[src/hw/afs_consts.svh]
// offsets, field positions, reset values and sizes of the frame sequencer
// assumes byte-wide register port with 16-bit addresses
`ifndef AFS_CONSTS_SVH
`define AFS_CONSTS_SVH
// ----------------------------------------
// register offsets
// ----------------------------------------
`define AFS_OFF_SLOT_CNT   16'h2100
`define AFS_OFF_SEL_LAST   16'h2105
`define AFS_OFF_CHOP       16'h2106
`define AFS_OFF_FIR_DIFF   16'h210C
`define AFS_OFF_ADC_DIV    16'h2200
`define AFS_OFF_SEQ_CFG    16'h2110
`define AFS_OFF_STATUS     16'h2111
// ----------------------------------------
// field positions and masks
// ----------------------------------------
`define AFS_CHOP_LSB       2
`define AFS_FIR_LSB        1
`define AFS_DIFF_LSB       4
`define AFS_DIV_BIT        5
`define AFS_CFG_FAST_BIT   0
`define AFS_CFG_RMT_BIT    1
`define AFS_MASK_CHOP      8'hEC
`define AFS_MASK_FIR_DIFF  8'h36
`define AFS_MASK_ADC_DIV   8'h20
`define AFS_MASK_SEQ_CFG   8'h03
`define AFS_RST_BYTE       8'h00
`define AFS_RST_NIB        4'h0
// ----------------------------------------
// sequence sizes
// ----------------------------------------
`define AFS_NUM_SLOTS      11
`define AFS_MAX_SLOT_CNT   4'hB
`define AFS_TAIL_SLOW      4'h3
`define AFS_TAIL_FAST      4'h1
`define AFS_SLOW_MULT      3'h3
`define AFS_RMT_ADDR_BASE  4'hB
`define AFS_SAMPLE_W       24
`define AFS_RMT_WORD_W     26
`define AFS_FIFO_DEPTH     8
`define AFS_CHOP_POS       2'h1
`define AFS_CHOP_NEG       2'h2
`define AFS_SHUNT_DIFF     4'h1
`define AFS_CT_DIFF        4'hF
`endif

[src/hw/afs_pkg.sv]
// types shared by the frame sequencer files
// assumes afs_consts.svh is on the include path
package afs_pkg;
  typedef enum logic [1:0] {
    AFS_ST_IDLE = 2'b00,
    AFS_ST_SLOT = 2'b01,
    AFS_ST_TAIL = 2'b10
  } afs_state_t;
endpackage : afs_pkg

[src/hw/afs_fifo.sv]
// synchronous FIFO with valid/ready on both sides
// assumes one clock and an active-high asynchronous reset
`timescale 1ns/10ps
module afs_fifo #(
  parameter int WIDTH = 26,
  parameter int DEPTH = 8
) (
  // clock and reset
  input  wire logic                       i_sys_clk,
  input  wire logic                       i_rst,
  // fill side
  input  wire logic                       i_in_valid,
  output logic                            o_in_ready,
  input  wire logic [WIDTH-1:0]           i_in_data,
  // drain side
  output logic                            o_out_valid,
  input  wire logic                       i_out_ready,
  output logic [WIDTH-1:0]                o_out_data,
  // fill level
  output logic [$clog2(DEPTH+1)-1:0]      o_count
);
  localparam int AW = $clog2(DEPTH);
  localparam int CW = $clog2(DEPTH+1);
  logic [WIDTH-1:0]          mem_r [0:DEPTH-1];
  logic [AW-1:0]             wr_ptr_r;
  logic [AW-1:0]             rd_ptr_r;
  logic [$clog2(DEPTH+1)-1:0] count_r;
  logic                      push;
  logic                      pop;

  assign o_in_ready  = (count_r != CW'(DEPTH));
  assign o_out_valid = (count_r != '0);
  assign o_out_data  = mem_r[rd_ptr_r];
  assign o_count     = count_r;
  assign push        = i_in_valid & o_in_ready;
  assign pop         = o_out_valid & i_out_ready;

  always_ff @(posedge i_sys_clk) begin
    if (push) begin
      mem_r[wr_ptr_r] <= i_in_data;
    end
  end

  always_ff @(posedge i_sys_clk or posedge i_rst) begin
    if (i_rst) begin
      wr_ptr_r <= '0;
      rd_ptr_r <= '0;
      count_r  <= '0;
    end else begin
      if (push) begin
        wr_ptr_r <= (wr_ptr_r == AW'(DEPTH - 1)) ? '0 : wr_ptr_r + 1'b1;
      end
      if (pop) begin
        rd_ptr_r <= (rd_ptr_r == AW'(DEPTH - 1)) ? '0 : rd_ptr_r + 1'b1;
      end
      count_r <= count_r + {{($clog2(DEPTH+1)-1){1'b0}}, push} - {{($clog2(DEPTH+1)-1){1'b0}}, pop};
    end
  end
endmodule : afs_fifo

[src/hw/afs_frame_seq.sv]
// converter frame sequencer: slot timing, filter start, reference chop,
// compute pass launch, remote sample path into compute RAM
// assumes i_clk_32k is synchronous to i_sys_clk and much slower than it
`timescale 1ns/10ps
`include "afs_consts.svh"
// Behaviour
// software holds slot count at zero while configuring, then sets it
// software programs only settings that match the compute program
// shunt mode: pair 0-1 differential, other pairs are remote interfaces
// transformer mode: all four pairs differential, all samples via the mux
// shunt frame of slot count six lasts thirteen 32k ticks
// remote samples taken in frame second half, written straight to RAM
// unused shunt slots are sequenced like any slot, only to stretch frame
// transformer frame of slot count seven lasts fifteen 32k ticks
// sequencer drives mux advance, filter start and reference swap by chop field
// each compute pass starts with a frame
// every mux state begins on a rising edge of the 32k clock
// slot length follows filter length and divider bit
// software should park slot count at zero while changing converter setup
// slot lasts (len+1)*(div+1) ticks, three times that when not fast
// frame lasts 3-2*fast ticks plus slot length times slot count
// four-bit select names input 0 to 10, at most eleven slots
// software fills unused slots with an otherwise unused valid handle
// slots run upward from zero, wrap each frame, idle when count is zero
module afs_frame_seq import afs_pkg::*; (
  // clock and reset
  input  wire logic                       i_sys_clk,
  input  wire logic                       i_rst,
  // sequencer time base
  input  wire logic                       i_clk_32k,
  // register port
  input  wire logic [15:0]                i_addr,
  input  wire logic [7:0]                 i_wdata,
  input  wire logic                       i_wr,
  input  wire logic                       i_rd,
  output logic      [7:0]                 o_rdata,
  // multiplexer and filter
  output logic                            o_mux_advance,
  output logic      [3:0]                 o_mux_select,
  output logic                            o_fir_start,
  input  wire logic                       i_fir_valid,
  input  wire logic [`AFS_SAMPLE_W-1:0]   i_fir_data,
  // front end setup
  output logic                            o_ref_swap,
  output logic      [3:0]                 o_pair_differential,
  output logic      [2:0]                 o_pair_remote,
  // compute engine
  output logic                            o_ce_start,
  // remote sensors
  output logic                            o_rmt_sample,
  input  wire logic                       i_rmt_valid,
  output logic                            o_rmt_ready,
  input  wire logic [1:0]                 i_rmt_chan,
  input  wire logic [`AFS_SAMPLE_W-1:0]   i_rmt_data,
  // compute RAM write port
  output logic                            o_ram_wr,
  output logic      [3:0]                 o_ram_addr,
  output logic      [`AFS_SAMPLE_W-1:0]   o_ram_wdata,
  input  wire logic                       i_ram_ready
);
  // ----------------------------------------
  // arithmetic helpers
  // ----------------------------------------
  function automatic logic [4:0] slot_dur(input logic [1:0] len, input logic div, input logic fast);
    logic [4:0] base;
    base = 5'({3'h0, len} + 5'h01) * 5'({4'h0, div} + 5'h01);
    return fast ? base : 5'(base * `AFS_SLOW_MULT);
  endfunction : slot_dur

  function automatic logic [8:0] frame_len(input logic [3:0] n, input logic [4:0] dur, input logic fast);
    logic [8:0] tail;
    tail = fast ? {5'h00, `AFS_TAIL_FAST} : {5'h00, `AFS_TAIL_SLOW};
    return 9'(tail + 9'({4'h0, dur} * {5'h00, n}));
  endfunction : frame_len

  // ----------------------------------------
  // registers
  // ----------------------------------------
  logic [3:0]  sel_r [0:`AFS_NUM_SLOTS-1];
  logic [3:0]  slot_count_r;
  logic [7:0]  chop_r;
  logic [7:0]  fir_diff_r;
  logic [7:0]  adc_div_r;
  logic [7:0]  cfg_r;
  logic [7:0]  rdata_nxt;
  logic [2:0]  sel_pair;
  logic        sel_hit;

  afs_state_t  state_r;
  logic [3:0]  slot_idx_r;
  logic [4:0]  tcnt_r;
  logic [8:0]  ftick_r;
  logic        clk32_prev_r;
  logic        tick;
  logic [3:0]  eff_n;
  logic [4:0]  dur;
  logic [3:0]  tail_len;
  logic [8:0]  flen;
  logic        fast;
  logic        rmt_en;

  assign fast     = cfg_r[`AFS_CFG_FAST_BIT];
  assign rmt_en   = cfg_r[`AFS_CFG_RMT_BIT];
  assign eff_n    = (slot_count_r > `AFS_MAX_SLOT_CNT) ? `AFS_MAX_SLOT_CNT : slot_count_r;
  assign dur      = slot_dur(fir_diff_r[`AFS_FIR_LSB+:2], adc_div_r[`AFS_DIV_BIT], fast);
  assign tail_len = fast ? `AFS_TAIL_FAST : `AFS_TAIL_SLOW;
  assign flen     = frame_len(eff_n, dur, fast);
  assign tick     = i_clk_32k & ~clk32_prev_r;
  assign sel_pair = 3'(`AFS_OFF_SEL_LAST - i_addr);
  assign sel_hit  = (i_addr >= `AFS_OFF_SLOT_CNT + 16'h0001) && (i_addr <= `AFS_OFF_SEL_LAST);

  always_ff @(posedge i_sys_clk or posedge i_rst) begin
    if (i_rst) begin
      for (int k = 0; k < `AFS_NUM_SLOTS; k++) begin
        sel_r[k] <= `AFS_RST_NIB;
      end
      slot_count_r <= `AFS_RST_NIB;
      chop_r       <= `AFS_RST_BYTE;
      fir_diff_r   <= `AFS_RST_BYTE;
      adc_div_r    <= `AFS_RST_BYTE;
      cfg_r        <= `AFS_RST_BYTE;
    end else if (i_wr) begin
      if (i_addr == `AFS_OFF_SLOT_CNT) begin
        slot_count_r                <= i_wdata[7:4];
        sel_r[`AFS_NUM_SLOTS-1]     <= i_wdata[3:0];
      end
      if (sel_hit) begin
        sel_r[{sel_pair, 1'b0}]     <= i_wdata[3:0];
        sel_r[{sel_pair, 1'b1}]     <= i_wdata[7:4];
      end
      if (i_addr == `AFS_OFF_CHOP) begin
        chop_r <= i_wdata & `AFS_MASK_CHOP;
      end
      if (i_addr == `AFS_OFF_FIR_DIFF) begin
        fir_diff_r <= i_wdata & `AFS_MASK_FIR_DIFF;
      end
      if (i_addr == `AFS_OFF_ADC_DIV) begin
        adc_div_r <= i_wdata & `AFS_MASK_ADC_DIV;
      end
      if (i_addr == `AFS_OFF_SEQ_CFG) begin
        cfg_r <= i_wdata & `AFS_MASK_SEQ_CFG;
      end
    end
  end

  // ----------------------------------------
  // read port
  // ----------------------------------------
  logic        fifo_valid;

  always_comb begin
    rdata_nxt = 8'h00;
    if (i_addr == `AFS_OFF_SLOT_CNT) begin
      rdata_nxt = {slot_count_r, sel_r[`AFS_NUM_SLOTS-1]};
    end else if (sel_hit) begin
      rdata_nxt = {sel_r[{sel_pair, 1'b1}], sel_r[{sel_pair, 1'b0}]};
    end else if (i_addr == `AFS_OFF_CHOP) begin
      rdata_nxt = chop_r;
    end else if (i_addr == `AFS_OFF_FIR_DIFF) begin
      rdata_nxt = fir_diff_r;
    end else if (i_addr == `AFS_OFF_ADC_DIV) begin
      rdata_nxt = adc_div_r;
    end else if (i_addr == `AFS_OFF_SEQ_CFG) begin
      rdata_nxt = cfg_r;
    end else if (i_addr == `AFS_OFF_STATUS) begin
      rdata_nxt = {~fifo_valid, o_ref_swap, state_r, slot_idx_r};
    end
  end

  always_ff @(posedge i_sys_clk or posedge i_rst) begin
    if (i_rst) begin
      o_rdata <= 8'h00;
    end else begin
      o_rdata <= i_rd ? rdata_nxt : 8'h00;
    end
  end

  // ----------------------------------------
  // frame sequencer
  // ----------------------------------------
  logic [3:0]  conv_handle_r;

  always_ff @(posedge i_sys_clk or posedge i_rst) begin
    if (i_rst) begin
      clk32_prev_r  <= 1'b0;
      state_r       <= AFS_ST_IDLE;
      slot_idx_r    <= 4'h0;
      tcnt_r        <= 5'h00;
      ftick_r       <= 9'h000;
      o_mux_advance <= 1'b0;
      o_mux_select  <= 4'h0;
      o_fir_start   <= 1'b0;
      o_ce_start    <= 1'b0;
      o_ref_swap    <= 1'b0;
      o_rmt_sample  <= 1'b0;
      conv_handle_r <= 4'h0;
    end else begin
      clk32_prev_r  <= i_clk_32k;
      o_mux_advance <= 1'b0;
      o_fir_start   <= 1'b0;
      o_ce_start    <= 1'b0;
      o_rmt_sample  <= 1'b0;
      if (tick) begin
        ftick_r <= ftick_r + 9'h001;
        tcnt_r  <= tcnt_r + 5'h01;
        if (rmt_en && state_r != AFS_ST_IDLE && (ftick_r + 9'h001) == {1'b0, flen[8:1]}) begin
          o_rmt_sample <= 1'b1;
        end
        unique case (state_r)
          AFS_ST_IDLE: begin
            if (eff_n != 4'h0) begin
              state_r       <= AFS_ST_SLOT;
              slot_idx_r    <= 4'h0;
              tcnt_r        <= 5'h00;
              ftick_r       <= 9'h000;
              o_ce_start    <= 1'b1;
              o_mux_advance <= 1'b1;
              o_fir_start   <= 1'b1;
              o_mux_select  <= sel_r[0];
              conv_handle_r <= sel_r[0];
              o_ref_swap    <= (chop_r[`AFS_CHOP_LSB+:2] == `AFS_CHOP_POS) ? 1'b0 :
                               (chop_r[`AFS_CHOP_LSB+:2] == `AFS_CHOP_NEG) ? 1'b1 : ~o_ref_swap;
            end
          end
          AFS_ST_SLOT: begin
            if (eff_n == 4'h0) begin
              state_r <= AFS_ST_IDLE;
            end else if (tcnt_r + 5'h01 >= dur) begin
              tcnt_r <= 5'h00;
              if (slot_idx_r + 4'h1 >= eff_n) begin
                state_r <= AFS_ST_TAIL;
              end else begin
                // dummy slots get the same timing as live ones
                slot_idx_r    <= slot_idx_r + 4'h1;
                o_mux_advance <= 1'b1;
                o_fir_start   <= 1'b1;
                o_mux_select  <= sel_r[slot_idx_r + 4'h1];
                conv_handle_r <= sel_r[slot_idx_r + 4'h1];
              end
            end
          end
          AFS_ST_TAIL: begin
            if (eff_n == 4'h0) begin
              state_r <= AFS_ST_IDLE;
            end else if (tcnt_r + 5'h01 >= {1'b0, tail_len}) begin
              state_r       <= AFS_ST_SLOT;
              slot_idx_r    <= 4'h0;
              tcnt_r        <= 5'h00;
              ftick_r       <= 9'h000;
              o_ce_start    <= 1'b1;
              o_mux_advance <= 1'b1;
              o_fir_start   <= 1'b1;
              o_mux_select  <= sel_r[0];
              conv_handle_r <= sel_r[0];
              o_ref_swap    <= (chop_r[`AFS_CHOP_LSB+:2] == `AFS_CHOP_POS) ? 1'b0 :
                               (chop_r[`AFS_CHOP_LSB+:2] == `AFS_CHOP_NEG) ? 1'b1 : ~o_ref_swap;
            end
          end
          default: state_r <= AFS_ST_IDLE;
        endcase
      end
    end
  end

  // ----------------------------------------
  // front end mode
  // ----------------------------------------
  always_ff @(posedge i_sys_clk or posedge i_rst) begin
    if (i_rst) begin
      o_pair_differential <= 4'h0;
      o_pair_remote       <= 3'h0;
    end else begin
      o_pair_differential <= rmt_en ? `AFS_SHUNT_DIFF : `AFS_CT_DIFF;
      o_pair_remote       <= {3{rmt_en}};
    end
  end

  // ----------------------------------------
  // sample path into compute RAM
  // ----------------------------------------
  logic [`AFS_RMT_WORD_W-1:0] fifo_data;
  logic [3:0]                 fifo_count;
  logic                       fifo_push;
  logic                       fifo_pop;
  logic                       ram_free;
  logic                       fir_hold_v_r;
  logic [3:0]                 fir_hold_a_r;
  logic [`AFS_SAMPLE_W-1:0]   fir_hold_d_r;
  logic [3:0]                 level_nxt;

  // remote samples skip the mux; dropped when remote sensing is off
  assign fifo_push = rmt_en & i_rmt_valid & o_rmt_ready;
  assign ram_free  = ~o_ram_wr | i_ram_ready;
  assign fifo_pop  = ram_free & ~fir_hold_v_r & fifo_valid;
  assign level_nxt = fifo_count + {3'h0, fifo_push} - {3'h0, fifo_pop};

  afs_fifo #(
    .WIDTH (`AFS_RMT_WORD_W),
    .DEPTH (`AFS_FIFO_DEPTH)
  ) u_rmt_fifo (
    .i_sys_clk   (i_sys_clk),
    .i_rst       (i_rst),
    .i_in_valid  (fifo_push),
    .o_in_ready  (),
    .i_in_data   ({i_rmt_chan, i_rmt_data}),
    .o_out_valid (fifo_valid),
    .i_out_ready (fifo_pop),
    .o_out_data  (fifo_data),
    .o_count     (fifo_count)
  );

  always_ff @(posedge i_sys_clk or posedge i_rst) begin
    if (i_rst) begin
      o_rmt_ready  <= 1'b0;
      fir_hold_v_r <= 1'b0;
      fir_hold_a_r <= 4'h0;
      fir_hold_d_r <= '0;
      o_ram_wr     <= 1'b0;
      o_ram_addr   <= 4'h0;
      o_ram_wdata  <= '0;
    end else begin
      o_rmt_ready <= ~rmt_en | (level_nxt < 4'(`AFS_FIFO_DEPTH));
      if (ram_free) begin
        o_ram_wr <= fir_hold_v_r | fifo_valid;
        if (fir_hold_v_r) begin
          o_ram_addr  <= fir_hold_a_r;
          o_ram_wdata <= fir_hold_d_r;
        end else if (fifo_valid) begin
          o_ram_addr  <= 4'(`AFS_RMT_ADDR_BASE + {2'h0, fifo_data[`AFS_RMT_WORD_W-1 -: 2]});
          o_ram_wdata <= fifo_data[`AFS_SAMPLE_W-1:0];
        end
      end
      // a new filter result wins over the slot being emptied
      if (i_fir_valid) begin
        fir_hold_v_r <= 1'b1;
        fir_hold_a_r <= conv_handle_r;
        fir_hold_d_r <= i_fir_data;
      end else if (ram_free) begin
        fir_hold_v_r <= 1'b0;
      end
    end
  end

  // ----------------------------------------
  // checks
  // ----------------------------------------
  logic [8:0] frame_gap_r;
  logic [4:0] slot_gap_r;
  logic       meas_ok_r;

  always_ff @(posedge i_sys_clk or posedge i_rst) begin
    if (i_rst) begin
      frame_gap_r <= 9'h000;
      slot_gap_r  <= 5'h00;
      meas_ok_r   <= 1'b0;
    end else begin
      frame_gap_r <= o_ce_start ? {8'h00, tick} : frame_gap_r + {8'h00, tick};
      slot_gap_r  <= o_fir_start ? {4'h0, tick} : slot_gap_r + {4'h0, tick};
      meas_ok_r   <= i_wr ? 1'b0 : (o_ce_start ? 1'b1 : meas_ok_r);
    end
  end
endmodule : afs_frame_seq

[config.mk]
export PLATFORM = sky130hd
export DESIGN_NAME = afs_frame_seq
export DESIGN_NICKNAME = d
export VERILOG_FILES = /design/src/hw/afs_pkg.sv /design/src/hw/afs_fifo.sv /design/src/hw/afs_frame_seq.sv
export VERILOG_INCLUDE_DIRS = /design/src /design/src/hw
export SDC_FILE = /design/constraint.sdc
export NUM_CORES = 1
export LEC_CHECK = 0
export ABC_AREA = 1
export BUFFER_PORTS_ARGS = -buffer_cell sky130_fd_sc_hd__buf_2
export CAP_MARGIN = 20
export CELL_PAD_IN_SITES_DETAIL_PLACEMENT = 0
export CELL_PAD_IN_SITES_GLOBAL_PLACEMENT = 1
export CORE_UTILIZATION = 50
export DETAILED_ROUTE_END_ITERATION = 12
export HOLD_SLACK_MARGIN = 0.1
export PLACE_DENSITY_LB_ADDON = 0.05
export SETUP_SLACK_MARGIN = 0.3
export SLEW_MARGIN = 20
export SYNTH_ARGS = -nofsm -noshare
export SYNTH_HDL_FRONTEND = slang
export SYNTH_SLANG_ARGS = --single-unit
[constraint.sdc]
create_clock -name i_sys_clk -period 9.95 [get_ports i_sys_clk]
set_input_delay 0.4975 -clock i_sys_clk [delete_from_list [all_inputs] [get_ports i_sys_clk]]
set_output_delay 0.4975 -clock i_sys_clk [all_outputs]
set_load 0.01 [all_outputs]
After elaboration in Yosys (flattened, before gate mapping)

Memory sizes are Yosys's and may differ from the RTL's.
Cells that the tools add are included.

Register bits after elaboration: 171
Bits in latches: 0
Memory bits (writable): 208
ROM bits: 0
Input port bits: 82
Output and inout port bits: 54
Logic and storage cells: 225
Memories: 1

Memories:

| name             | words | width | rd ports | clocked after memory_dff | write ports | RTL line       | text |
|---|---|---|---|---|---|---|---|
| u_rmt_fifo.mem_r | 8     | 26    | 1        | 0                        | 1           | afs_fifo.sv:24 | `logic [WIDTH-1:0] mem_r [0:DEPTH-1];` |

Add/sub/neg operators: 14
Multipliers: 3
Divide/modulo/power cells: 0
$lt $le $gt $ge: 12
Eq/ne operators: 23
Shift operators: 0
Muxes and demuxes: 90
Bitwise gates (word level): 19
Reduce and logical (&&, ||, !) cells: 24

Operators by type and width:

| operator             | number |
|---|---|
| $mux 4               | 27 |
| $eq 16x14->1 const B | 6 |
| $bwmux 44            | 2 |
| $mux 8               | 8 |
| $bmux 4 s4           | 3 |
| $mux 24              | 2 |
| $demux 4 s4          | 2 |
| $mux 5               | 6 |
| $mux 9               | 3 |
| $pmux 4 s3           | 2 |
| $mux 1               | 19 |
| $pmux 9 s2           | 1 |
| $ge 16x14->1 const B | 1 |
| $le 16x14->1 const B | 1 |
| $mux 2               | 8 |
| $ge 5x5->1 const B   | 3 |
| $not 4->5            | 3 |
| $pmux 5 s3           | 1 |
| $reduce_and 2->1     | 7 |
| $ne 2x2->1 const B   | 6 |
| $lt 5x1->1 const B   | 2 |
| $reduce_and 5->1     | 2 |
| $add 2x9->9          | 1 |
| $add 9x1->9 const B  | 1 |
| 37 further kinds     | 68 |

Logic depth before layout (Yosys ltp)

Gate-level depths: netlist (run 1).

Depth after elaboration: 10
Gate-level depth with buffers: 26
Mapped depth without buffers: 25

Cells and area by module

A second synthesis (run 1) with hierarchy kept.

Cells, all modules: 2223
Area, all modules: 19004.5 um2

Modules (own cells, without submodules):

| module        | times used | cells each | area an instance (um2) | seq. area each (um2) |
|---|---|---|---|---|
| afs_fifo      | 1          | 972        | 9678.0                 | 6496.2 |
| afs_frame_seq | 1          | 1251       | 9326.4                 | 3978.8 |

Least setup slack after synthesis (run 1)

OpenSTA, ideal clock, no wires.

Kind: register to register
Start: register fir_diff_r[1]
End: register o_rmt_sample
Setup time: 0.120 ns
Arrival time: 3.909 ns
Required time: 9.830 ns
Path slack: 5.921 ns
Cell stages (with the launch flop): 22
Buffers on the path: 0
Clock period less this slack: 4.029 ns
Cell sequence: dfrtp_1 -> ha_1 -> nand2_1 -> nand2_1 -> ha_1 -> ha_1 -> a31o_2 -> a21oi_1 -> or2_2 -> nand3_2 -> nor2_1 -> fa_1 -> ha_1 -> ha_1 -> a21oi_1 -> o21ai_0 -> a21oi_1 -> nand3_1 -> nand2_1 -> inv_1 -> nand3_1 -> nor2_1

Longest elaborated chain between the ends: 10

RTL lines:

| what                         | RTL line             | text |
|---|---|---|
| start, declared              | afs_frame_seq.sv:82  | `logic [7:0] fir_diff_r;` |
| start signal, assigned       | afs_frame_seq.sv:119 | `` fir_diff_r <= `AFS_RST_BYTE; `` |
| start signal, assigned       | afs_frame_seq.sv:135 | `` fir_diff_r <= i_wdata & `AFS_MASK_FIR_DIFF; `` |
| $add 2x1->3 (*)              | afs_frame_seq.sv:66  | `base = 5'({3'h0, len} + 5'h01) * 5'({4'h0, div} + 5'h01);` |
| $mul 3x2->5 (*)              | afs_frame_seq.sv:66  |  |
| $mul 5x2->5 (no source line) | -                    |  |
| $mux 5 (*)                   | afs_frame_seq.sv:67  | `` return fast ? base : 5'(base * `AFS_SLOW_MULT); `` |
| $mul 5x4->9 (*)              | afs_frame_seq.sv:73  | `return 9'(tail + 9'({4'h0, dur} * {5'h00, n}));` |
| $add 2x9->9 (*)              | afs_frame_seq.sv:73  |  |
| $eq 9x8->1 (*)               | afs_frame_seq.sv:206 | `if (rmt_en && state_r != AFS_ST_IDLE && (ftick_r + 9'h001) == {1'b0, flen[8:1]}) begin` |
| $logic_and 1x1->1 (*)        | afs_frame_seq.sv:206 |  |
| $mux 1 (*)                   | afs_frame_seq.sv:206 |  |
| $mux 1 (*)                   | afs_frame_seq.sv:203 | `if (tick) begin` |
| end signal, assigned         | afs_frame_seq.sv:195 | `o_rmt_sample <= 1'b0;` |
| end signal, assigned         | afs_frame_seq.sv:202 | `o_rmt_sample <= 1'b0;` |
| end signal, assigned         | afs_frame_seq.sv:207 | `o_rmt_sample <= 1'b1;` |
| end, declared                | afs_frame_seq.sv:50  | `output logic o_rmt_sample,` |

Every way passes the cells marked *; elsewhere a longest branch is shown, timed or not.
A chain may end at the register's enable or synchronous reset.

Worst setup path after layout (run 1)

Ends and elaborated chain as after synthesis.

==> results_tabular.tex, run 1 <==
\begin{tabular}{lr}
\hline
Metric & Value \\
\hline
\multicolumn{2}{l}{\textbf{Outcome}} \\
\quad Run status & completed \\
\multicolumn{2}{l}{\textbf{Synthesis}} \\
\quad Area share of the largest cell type after synthesis & between 30\% and 40\% \\
\quad Share of the synthesized area in compound gates (AO/OA/AOI/OAI) & between 10\% and 20\% \\
\quad Yosys cell types & 51 \\
\quad Top FF cell, synth & edfxtp\_1 \\
\quad Flop and latch count out of synthesis & 377 \\
\quad Post-synthesis cell count & between 1,500 and 2,000 \\
\quad Async S/R FF share, synth & 44.8\% \\
\quad Average footprint of a synthesized cell & between 9 and 10 sq um \\
\quad Cell type with the highest aggregate area in the netlist & edfxtp\_1 \\
\quad Share of synthesized area spent on multiplexers & 0.120\% \\
\quad Dominant combinational cell family by area after synthesis & compound AO/OA/AOI/OAI gates \\
\quad Adder-cell share of the synthesized area & 4.03\% \\
\quad Area fraction in and, or, nand and nor cells after synthesis & around 15\% \\
\quad Number of synthesized flops with an enable pin & around 210 \\
\quad Seq/Total Area, Yosys & 59.1\% \\
\quad Cell area after synthesis & 17,700 sq um \\
\quad Syn Nets & 1,967 \\
\quad Post-synthesis xor/xnor area fraction & less than 1\% \\
\quad YS warnings & 0 \\
\quad Dominant cells by area after synthesis & edfxtp\_1 35\%, dfrtp\_1 24\%, nand2\_1 9.0\%, a21oi\_1 6.0\%, o21ai\_0 4.3\% \\
\multicolumn{2}{l}{\textbf{Layout}} \\
\quad Post-layout net count & 2,083 \\
\quad Layout cell share with drive strength beyond 1 & 12.9\% \\
\quad Layout area overhead & 13.6\% \\
\quad Post-route non-filler standard cell count & $\sim$2,400 \\
\quad Filler instances & roughly 3,100 \\
\quad Most common cell after layout, fill and taps aside & nand2\_1 \\
\quad Commonest non-fill, non-tap cells in the layout & 422 x nand2\_1, 212 x a21oi\_1, 208 x edfxtp\_1, 201 x inv\_1, 167 x dfrtp\_1 \\
\multicolumn{2}{l}{\textbf{CTS}} \\
\quad H-tree Lvls & 2 \\
\quad Number of buffers between clock root and the deepest sink & 3 \\
\quad Sink count of the clock tree & roughly 380 \\
\quad Worst-skew pair later-pin latency & 0.55 ns \\
\quad CTS buffer count & 41 \\
\quad CTS tree & built \\
\quad Cell chosen for the clock root & clkbuf\_16 \\
\quad Clk pin slew, worst setup/hold paths & 0.06 ns \\
\multicolumn{2}{l}{\textbf{STA}} \\
\quad Setup repair after global routing missed its margin & no \\
\quad Final setup violation count & 0 \\
\quad Worst-case headroom to the max-slew limit & 31.2\% \\
\quad Final Max Slew Viols & 0 \\
\quad Worst Max-Slew Pin Slew & 1.03 ns \\
\quad Worst clock skew & between 0.02 and 0.025 ns \\
\quad Fin crit period & 4.36 ns \\
\quad Number of failing hold endpoints at the final stage & 0 \\
\quad TNS Setup & 0 ns \\
\quad Final period util & approximately 44\% \\
\quad FMAX & 229 MHz \\
\multicolumn{2}{l}{\textbf{Detailed routing}} \\
\quad ANT nets after route & 0 \\
\quad Drc violations & 0 \\
\quad Via count & approximately 13,000 \\
\quad Drt total wl & approximately 45 mm \\
\quad Violation count after the first detailed-route iteration & 949 \\
\quad 1st-pass router iterations & 5 \\
\quad Avg Vias per Cell & about 5.4 \\
\quad Final routed wire length divided by cell count & between 15 and 20 um \\
\multicolumn{2}{l}{\textbf{Global routing}} \\
\quad Total global routing track utilization & around a quarter \\
\quad Global-route wire length before repair & 71.2 mm \\
\quad Initial antenna violation count & 1 \\
\quad Leftover overflow at the end of global routing & 0 \\
\quad Number of global-route vias before repair & 12,767 \\
\quad Largest net degree at the start of global routing & between 90 and 100 \\
\multicolumn{2}{l}{\textbf{Setup path}} \\
\quad Cell count of the worst reg-to-reg path & 24 \\
\quad Critical Path Start Type & flip-flop \\
\quad Number of buffer and inverter instances along the worst setup path & 1 \\
\quad Largest driver fanout on the critical path & 5 \\
\quad Cell type with the highest occurrence count on the critical path & nand2\_1 \\
\quad Critical Setup Path Class & reg -> reg \\
\quad Cells traversed along the worst timing path & ha\_1, nand2\_1, nand2\_1, ha\_1, ha\_1, a31o\_2, a21oi\_1, or2\_2, nand3\_2, nor2\_1, fa\_1, ha\_1, ha\_1, nand2\_1, inv\_1, o21ai\_0, nand3\_1, nand2\_1, nand2\_1, nand2\_1, nand2\_1, nor2\_1, nand3\_1, nor2\_1 \\
\quad Category of the worst setup path capture point & flip-flop \\
\quad CP Depth & 24 \\
\quad Crit path required time & 10.42 ns \\
\quad Largest stage delay on the critical path & 0.43 ns \\
\quad Worst path slowest cell & dfrtp\_1 \\
\quad Critical path's top delay family & adder cells \\
\quad Arrival time at the worst endpoint & approximately 4.8 ns \\
\multicolumn{2}{l}{\textbf{Die}} \\
\quad Overall die height & $\sim$190 um \\
\quad Chip width & 190 um \\
\quad Starting utilization of the core area & around 51\% \\
\quad \# rows & a little under 70 \\
\quad Number of top-level design ports & $\sim$140 \\
\quad CORE AREA & around 35,000 sq um \\
\quad Area of the die & 36,200 sq um \\
\multicolumn{2}{l}{\textbf{Placement}} \\
\quad Total half-perimeter wirelength after legalization and detailed placement & $\sim$30 mm \\
\quad Global placement routability congestion & approximately 0.88 \\
\quad Placed instance count & between 2,000 and 2,500 \\
\quad Quantity of I/O buffers inserted on ports & roughly 140 \\
\multicolumn{2}{l}{\textbf{Pwr}} \\
\quad Reported leakage power & 8.60 nW \\
\quad PD cells & roughly 220 nW/um\^{}2 \\
\quad Worst ir drop on vdd & about 120 uV \\
\multicolumn{2}{l}{\textbf{Run}} \\
\quad Number of max-cap violations & 0 \\
\multicolumn{2}{l}{\textbf{Worst hold path}} \\
\quad Path category of the worst min-delay check & in -> async \\
\hline
\end{tabular}
## flip-flops by register name (all words and copies together) (netlist names), 4 cells and up
name                flops
fir_hold_a_r            4
u_rmt_fifo.o_count      4
conv_handle_r           4
o_ram_wdata            24
u_rmt_fifo.mem_r      208
sel_r                  44
fir_diff_r              4
o_rdata                 8
tcnt_r                  5
o_ram_addr              4
slot_idx_r              4
fir_hold_d_r           24
slot_count_r            4
ftick_r                 9
chop_r                  5
## kinds of logic after synthesis
group | Yosys count
simple gates | 626
compound gates | 468
flops | 377
buf+inv | 289
fa+ha+maj | 53
xor+xnor | 16
other cells | 2
mux | 2
## layout make-up
class / instances / area (sq um) / area share (%)
clock buffers: 54 / 1120 / 5.55
flip-flops and latches: 377 / 10500 / 52.1
multi-input cells: 1167 / 6100 / 30.3
diodes: 1 / 2.50 / 0.0124
well taps: 455 / 569 / 2.83
inverters: 210 / 796 / 3.96
repair buffers: 152 / 810 / 4.02
clock inverters: 20 / 246 / 1.23
## through the flow
step	util [%]	cell area [sq um]	setup slack (ns)	hold WS, ns	power, mW
floorplan	-	17700	4.88	0.394	2.52
global placement	54.0	18700	5.69	0.452	2.84
detailed placement	54.0	18700	5.57	0.451	2.85
CTS	57.9	20100	5.59	0.131	4.41
global route	58.0	20100	5.15	0.148	4.60
finish	58.0	20100	5.59	0.116	4.37
## synthesized netlist by cell type (5+ instances only)
cell type	number
a211oi_1	24
buf_1	5
nor2_1	105
nand3_1	53
o21ai_0	153
nand2_1	423
fa_1	7
a221oi_1	24
nor3_1	7
a22oi_1	8
buf_4	6
or2_2	7
buf_2	16
inv_1	202
a21oi_1	212
o22ai_1	12
nand4_1	12
clkbuf_1	48
edfxtp_1	208
xor2_1	12
o21ai_1	12
nand3_2	6
dfrtp_1	169
ha_1	45
inv_2	6
## final timing paths
kind | from | endpoint | slack [ns]
min in group i_sys_clk | i_fir_data[14] | fir_hold_d_r[14]$_DFFE_PP0P_ | 0.16
max in group asynchronous | i_rst | sel_r[17]$_DFFE_PP0P_ | 8.57
min reg2reg | fir_hold_a_r[1]$_DFFE_PP0P_ | fir_hold_a_r[1]$_DFFE_PP0P_ | 0.47
max reg2reg | fir_diff_r[1]$_DFFE_PP0P_ | o_rmt_sample$_DFF_PP0_ | 5.59
min | i_rst | fir_hold_d_r[14]$_DFFE_PP0P_ | 0.12
max | fir_diff_r[1]$_DFFE_PP0P_ | o_rmt_sample$_DFF_PP0_ | 5.59
## worst register-to-register path, stage by stage, from the launching register on
cell and delay [ns]:
dfrtp_1 0.43, ha_1 0.34, nand2_1 0.07, nand2_1 0.07, ha_1 0.31, ha_1 0.31, a31o_2 0.24, a21oi_1 0.15
or2_2 0.16, nand3_2 0.10, nor2_1 0.13, fa_1 0.42, ha_1 0.31, ha_1 0.37, nand2_1 0.12, inv_1 0.05
o21ai_0 0.12, nand3_1 0.12, nand2_1 0.09, nand2_1 0.05, nand2_1 0.05, nand2_1 0.05, nor2_1 0.08, nand3_1 0.08
nor2_1 0.08
## power by group
group	switching [mW]	internal, mW
clock	0.627	0.923
sequential	0.109	1.74
combinational	0.643	0.322
total	1.38	2.99
## routing by layer
layer / track usage [%] / vias up / wire length (um)
li1: - / 6480 / -
met1: 33.4 / 6298 / 19300
met2: 44.1 / 321 / 22400
met3: 3.63 / 55 / 2090
met4: 8.03 / 0 / 1160
met5: 0 / - / 0
## what timing repair did
item                      in CTS  in global routing
hold endpoints to repair       1                  0
hold buffers                   1                  0
buffers inserted               0                  0
gates resized for setup        0                  0
Power figures use the tool's default switching activity.
==> run 2: changes to the inputs <==
--- a/config.mk
+++ b/config.mk
@@ -11,7 +11,7 @@
 export CAP_MARGIN = 20
 export CELL_PAD_IN_SITES_DETAIL_PLACEMENT = 0
 export CELL_PAD_IN_SITES_GLOBAL_PLACEMENT = 1
-export CORE_UTILIZATION = 50
+export CORE_UTILIZATION = 43
 export DETAILED_ROUTE_END_ITERATION = 12
 export HOLD_SLACK_MARGIN = 0.1
 export PLACE_DENSITY_LB_ADDON = 0.05
==> constraint.sdc (replaced) <==
create_clock -name i_sys_clk -period 3.57 [get_ports i_sys_clk]
set_input_delay 0.1785 -clock i_sys_clk [delete_from_list [all_inputs] [get_ports i_sys_clk]]
set_output_delay 0.1785 -clock i_sys_clk [all_outputs]
set_load 0.01 [all_outputs]
==> results_tabular.tex, run 2 (synthesis results as in run 1) <==
\begin{tabular}{lr}
\hline
Metric & Value \\
\hline
\multicolumn{2}{l}{\textbf{Layout}} \\
\quad Registers with the most flip-flops & u\_rmt\_fifo.mem\_r: 208 flops, sel\_r: 44 flops \\
\quad Most common cell after layout, fill and taps aside & nand2\_1 \\
\quad Number of flip-flops in the largest register & 208 (unchanged) \\
\quad Filler instances & 3,689 (+19\%) \\
\quad Fin area & 21,500 sq um (+6.9\%) \\
\quad Register with the highest flop count & u\_rmt\_fifo.mem\_r \\
\quad Multi-input gate area in the final layout & 6370 sq um (+4.3\%) \\
\quad Commonest non-fill, non-tap cells in the layout & 409 x nand2\_1, 208 x edfxtp\_1, 205 x a21oi\_1, 200 x inv\_1, 167 x dfrtp\_1 \\
\quad Sequential standard cell area & 10,500 sq um (unchanged) \\
\quad Post-layout net count & 2,191 (+5.2\%) \\
\quad Layout area overhead & 21.4\% \\
\quad Share of the core filled with cells & 53.5\% (-4.4 points) \\
\quad Layout cell share with drive strength beyond 1 & 16.3\% (+3.3 points) \\
\multicolumn{2}{l}{\textbf{Worst hold path}} \\
\quad Capture endpoint of the worst hold path & fir\_hold\_d\_r[21]\$\_DFFE\_PP0P\_ \\
\quad Path category of the worst min-delay check & in -> reg \\
\quad Hold\_sp & i\_fir\_valid \\
\quad Cell depth of the worst min-delay path & 3 \\
\multicolumn{2}{l}{\textbf{CTS}} \\
\quad Number of buffers between clock root and the deepest sink & 3 (unchanged) \\
\quad Worst-skew pair later-pin latency & 0.56 ns (about the same) \\
\quad H-tree Lvls & 2 (unchanged) \\
\quad Clk pin slew, worst setup/hold paths & 0.06 ns (about the same) \\
\quad CTS tree & built \\
\quad CTS buffer count & 42 (+2.4\%) \\
\quad Sink count of the clock tree & 377 (unchanged) \\
\quad Cell chosen for the clock root & clkbuf\_16 \\
\multicolumn{2}{l}{\textbf{Setup path}} \\
\quad Cell type with the highest occurrence count on the critical path & ha\_4 \\
\quad Reg2reg end & o\_rmt\_sample\$\_DFF\_PP0\_ \\
\quad Number of buffer and inverter instances along the worst setup path & 1 (unchanged) \\
\quad Arrival time at the worst endpoint & 4.28 ns (-0.56 ns) \\
\quad Startpoint of the worst-slack reg-to-reg timing path & fir\_diff\_r[1]\$\_DFFE\_PP0P\_ \\
\quad Cell count of the worst reg-to-reg path & 24 (unchanged) \\
\quad Critical Setup Path Class & reg -> reg \\
\quad Category of the worst setup path capture point & flip-flop \\
\quad Largest stage delay on the critical path & 0.46 ns (+0.03 ns) \\
\quad Critical path's top delay family & adder cells \\
\quad Cells traversed along the worst timing path & ha\_4, nand2\_2, nand2\_2, ha\_4, ha\_4, a31o\_4, a21oi\_4, or2\_4, nand3\_4, nor2\_4, fa\_1, ha\_4, ha\_4, nand2\_2, inv\_2, o21ai\_1, nand3\_1, nand2\_1, nand2\_1, nand2\_1, nand2\_1, nor2\_1, nand3\_1, nor2\_1 \\
\quad Worst R2R Setup Slack & -0.22 ns (-5.81 ns) \\
\quad Worst path slowest cell & fa\_1 \\
\quad Largest driver fanout on the critical path & 3 (-2) \\
\quad Crit path required time & 4.06 ns (-6.36 ns) \\
\quad Critical Path Start Type & flip-flop \\
\multicolumn{2}{l}{\textbf{Outcome}} \\
\quad Run status & complete, but fails checks \\
\quad Failing checks & setup timing \\
\multicolumn{2}{l}{\textbf{Placement}} \\
\quad Global placement routability congestion & 0.830 (-6.0\%) \\
\quad Total half-perimeter wirelength after legalization and detailed placement & 32.5 mm (+11\%) \\
\quad Quantity of I/O buffers inserted on ports & 135 (unchanged) \\
\quad Cell area after placement & 19,300 sq um (+3.1\%) \\
\multicolumn{2}{l}{\textbf{STA}} \\
\quad Worst clock skew & 0.0113 ns (-0.00911 ns) \\
\quad Fin crit period & 3.79 ns (-0.572 ns) \\
\quad FMAX & 264 MHz (+15\%) \\
\quad Worst Max-Slew Pin Slew & 0.981 ns (-0.0494 ns) \\
\quad Setup repair after global routing missed its margin & yes \\
\quad Final period util & 106\% (+62 points) \\
\quad Final setup violation count & 1 (+1) \\
\quad Final Max Slew Viols & 0 (unchanged) \\
\quad Worst-case headroom to the max-slew limit & 34.5\% (+3.3 points) \\
\quad Number of failing hold endpoints at the final stage & 0 (unchanged) \\
\quad Final WS setup & -0.219 ns (-5.81 ns) \\
\multicolumn{2}{l}{\textbf{Detailed routing}} \\
\quad Drc violations & 0 (unchanged) \\
\quad ANT nets after route & 0 (unchanged) \\
\quad Violation count after the first detailed-route iteration & 837 (-12\%) \\
\quad Via count & 13,648 (+3.8\%) \\
\quad Avg Vias per Cell & 5.22 (-3.3\%) \\
\quad Final routed wire length divided by cell count & 18.8 um (+1.9\%) \\
\quad Drt total wl & 49.1 mm (+9.4\%) \\
\quad 1st-pass router iterations & 5 (unchanged) \\
\multicolumn{2}{l}{\textbf{Die}} \\
\quad Number of top-level design ports & 136 (unchanged) \\
\quad Area of the die & 42,000 sq um (+16\%) \\
\quad CORE AREA & 40,200 sq um (+16\%) \\
\quad Chip width & 205 um (+7.8\%) \\
\quad Starting utilization of the core area & 44.1\% (-7.0 points) \\
\quad Overall die height & 205 um (+7.8\%) \\
\quad \# rows & 73 (+7.4\%) \\
\multicolumn{2}{l}{\textbf{Global routing}} \\
\quad Largest net degree at the start of global routing & 99 (+7.6\%) \\
\quad Leftover overflow at the end of global routing & 0 (unchanged) \\
\quad Number of global-route vias before repair & 13,447 (+5.3\%) \\
\quad Initial antenna violation count & 1 (unchanged) \\
\quad Global-route wire length before repair & 76.6 mm (+7.5\%) \\
\quad Total global routing track utilization & 23.9\% (-1.7 points) \\
\multicolumn{2}{l}{\textbf{Pwr}} \\
\quad PD cells & 570 nW/um\^{}2 (+160\%) \\
\quad Worst ir drop on vdd & 337 uV (+170\%) \\
\quad Reported leakage power & 9.10 nW (+5.9\%) \\
\multicolumn{2}{l}{\textbf{Run}} \\
\quad Number of max-cap violations & 0 (unchanged) \\
\hline
\end{tabular}
-- run 2: worst max-delay path by stage --
| stage | start | to | slack (ns) | cells past startpoint |
|---|---|---|---|---|
| after detailed placement | fir_diff_r[2]$_DFFE_PP0P_ | o_rmt_sample$_DFF_PP0_ | -0.29 | 20 |
| after floorplan | fir_diff_r[2]$_DFFE_PP0P_ | o_rmt_sample$_DFF_PP0_ | -0.14 | 24 |
| after CTS | fir_diff_r[1]$_DFFE_PP0P_ | o_rmt_sample$_DFF_PP0_ | -0.18 | 23 |
| after global placement | fir_diff_r[2]$_DFFE_PP0P_ | o_rmt_sample$_DFF_PP0_ | -0.25 | 20 |
| final | fir_diff_r[1]$_DFFE_PP0P_ | o_rmt_sample$_DFF_PP0_ | -0.22 | 24 |
| after global routing | fir_diff_r[1]$_DFFE_PP0P_ | o_rmt_sample$_DFF_PP0_ | -0.47 | 22 |
-- run 2: worst min-delay path, cell delays in order --
cell and delay [ns]:
buf_2 0.30, nand2_1 0.13, nand2_1 0.04
-- run 2: cell type report --
class,count,area share (%)
Sequential cell,377,48.7
Antenna cell,1,0.0116
Timing Repair Buffer,259,8.71
Inverter,210,3.76
Clock buffer,55,5.21
Tap cell,525,3.05
Multi-Input combinational cell,1167,29.6
Clock inverter,21,0.960
-- run 2: report_power, final --
part / switching (mW) / internal [mW] / leakage [nW] / total [mW]
sequential: 0.233 / 4.86 / 3.83 / 5.09
clock: 1.76 / 2.44 / 0.651 / 4.20
combinational: 1.96 / 1.02 / 4.63 / 2.98
-- run 2: metrics by stage --
| step | setup slack, ns | std cells | power, mW | TNS, ns | hold WS [ns] |
|---|---|---|---|---|---|
| 6_report | -0.219 | 2615 | 12.3 | -0.219 | 0.128 |
| 5_1_grt | -0.474 | 2615 | 12.9 | -0.474 | 0.145 |
| 4_1_cts | -0.178 | 2610 | 12.4 | -0.178 | 0.101 |
| 3_5_place_dp | -0.289 | 2468 | 8.10 | -0.289 | 0.308 |
| 3_3_place_gp | -0.249 | 2468 | 8.06 | -0.249 | 0.307 |
| 2_1_floorplan | -0.137 | 1833 | 7.03 | -0.137 | 0.210 |
-- run 2: routing by layer --
| metal | wire, um | global-route usage (%) |
|---|---|---|
| met2 | 24500 | 41.6 |
| met3 | 2040 | 4.06 |
| met5 | 0 | 0 |
| met4 | 1760 | 8.97 |
| met1 | 20800 | 29.6 |
-- run 2: what timing repair did --
| item | in CTS | in global routing |
|---|---|---|
| pin swaps | 19 | 4 |
| gates resized for setup | 10 | 32 |
| setup buffers | 2 | 4 |
| setup endpoints to repair | 12 | 11 |
| hold endpoints to repair | 330 | 0 |
| hold buffers | 64 | 0 |
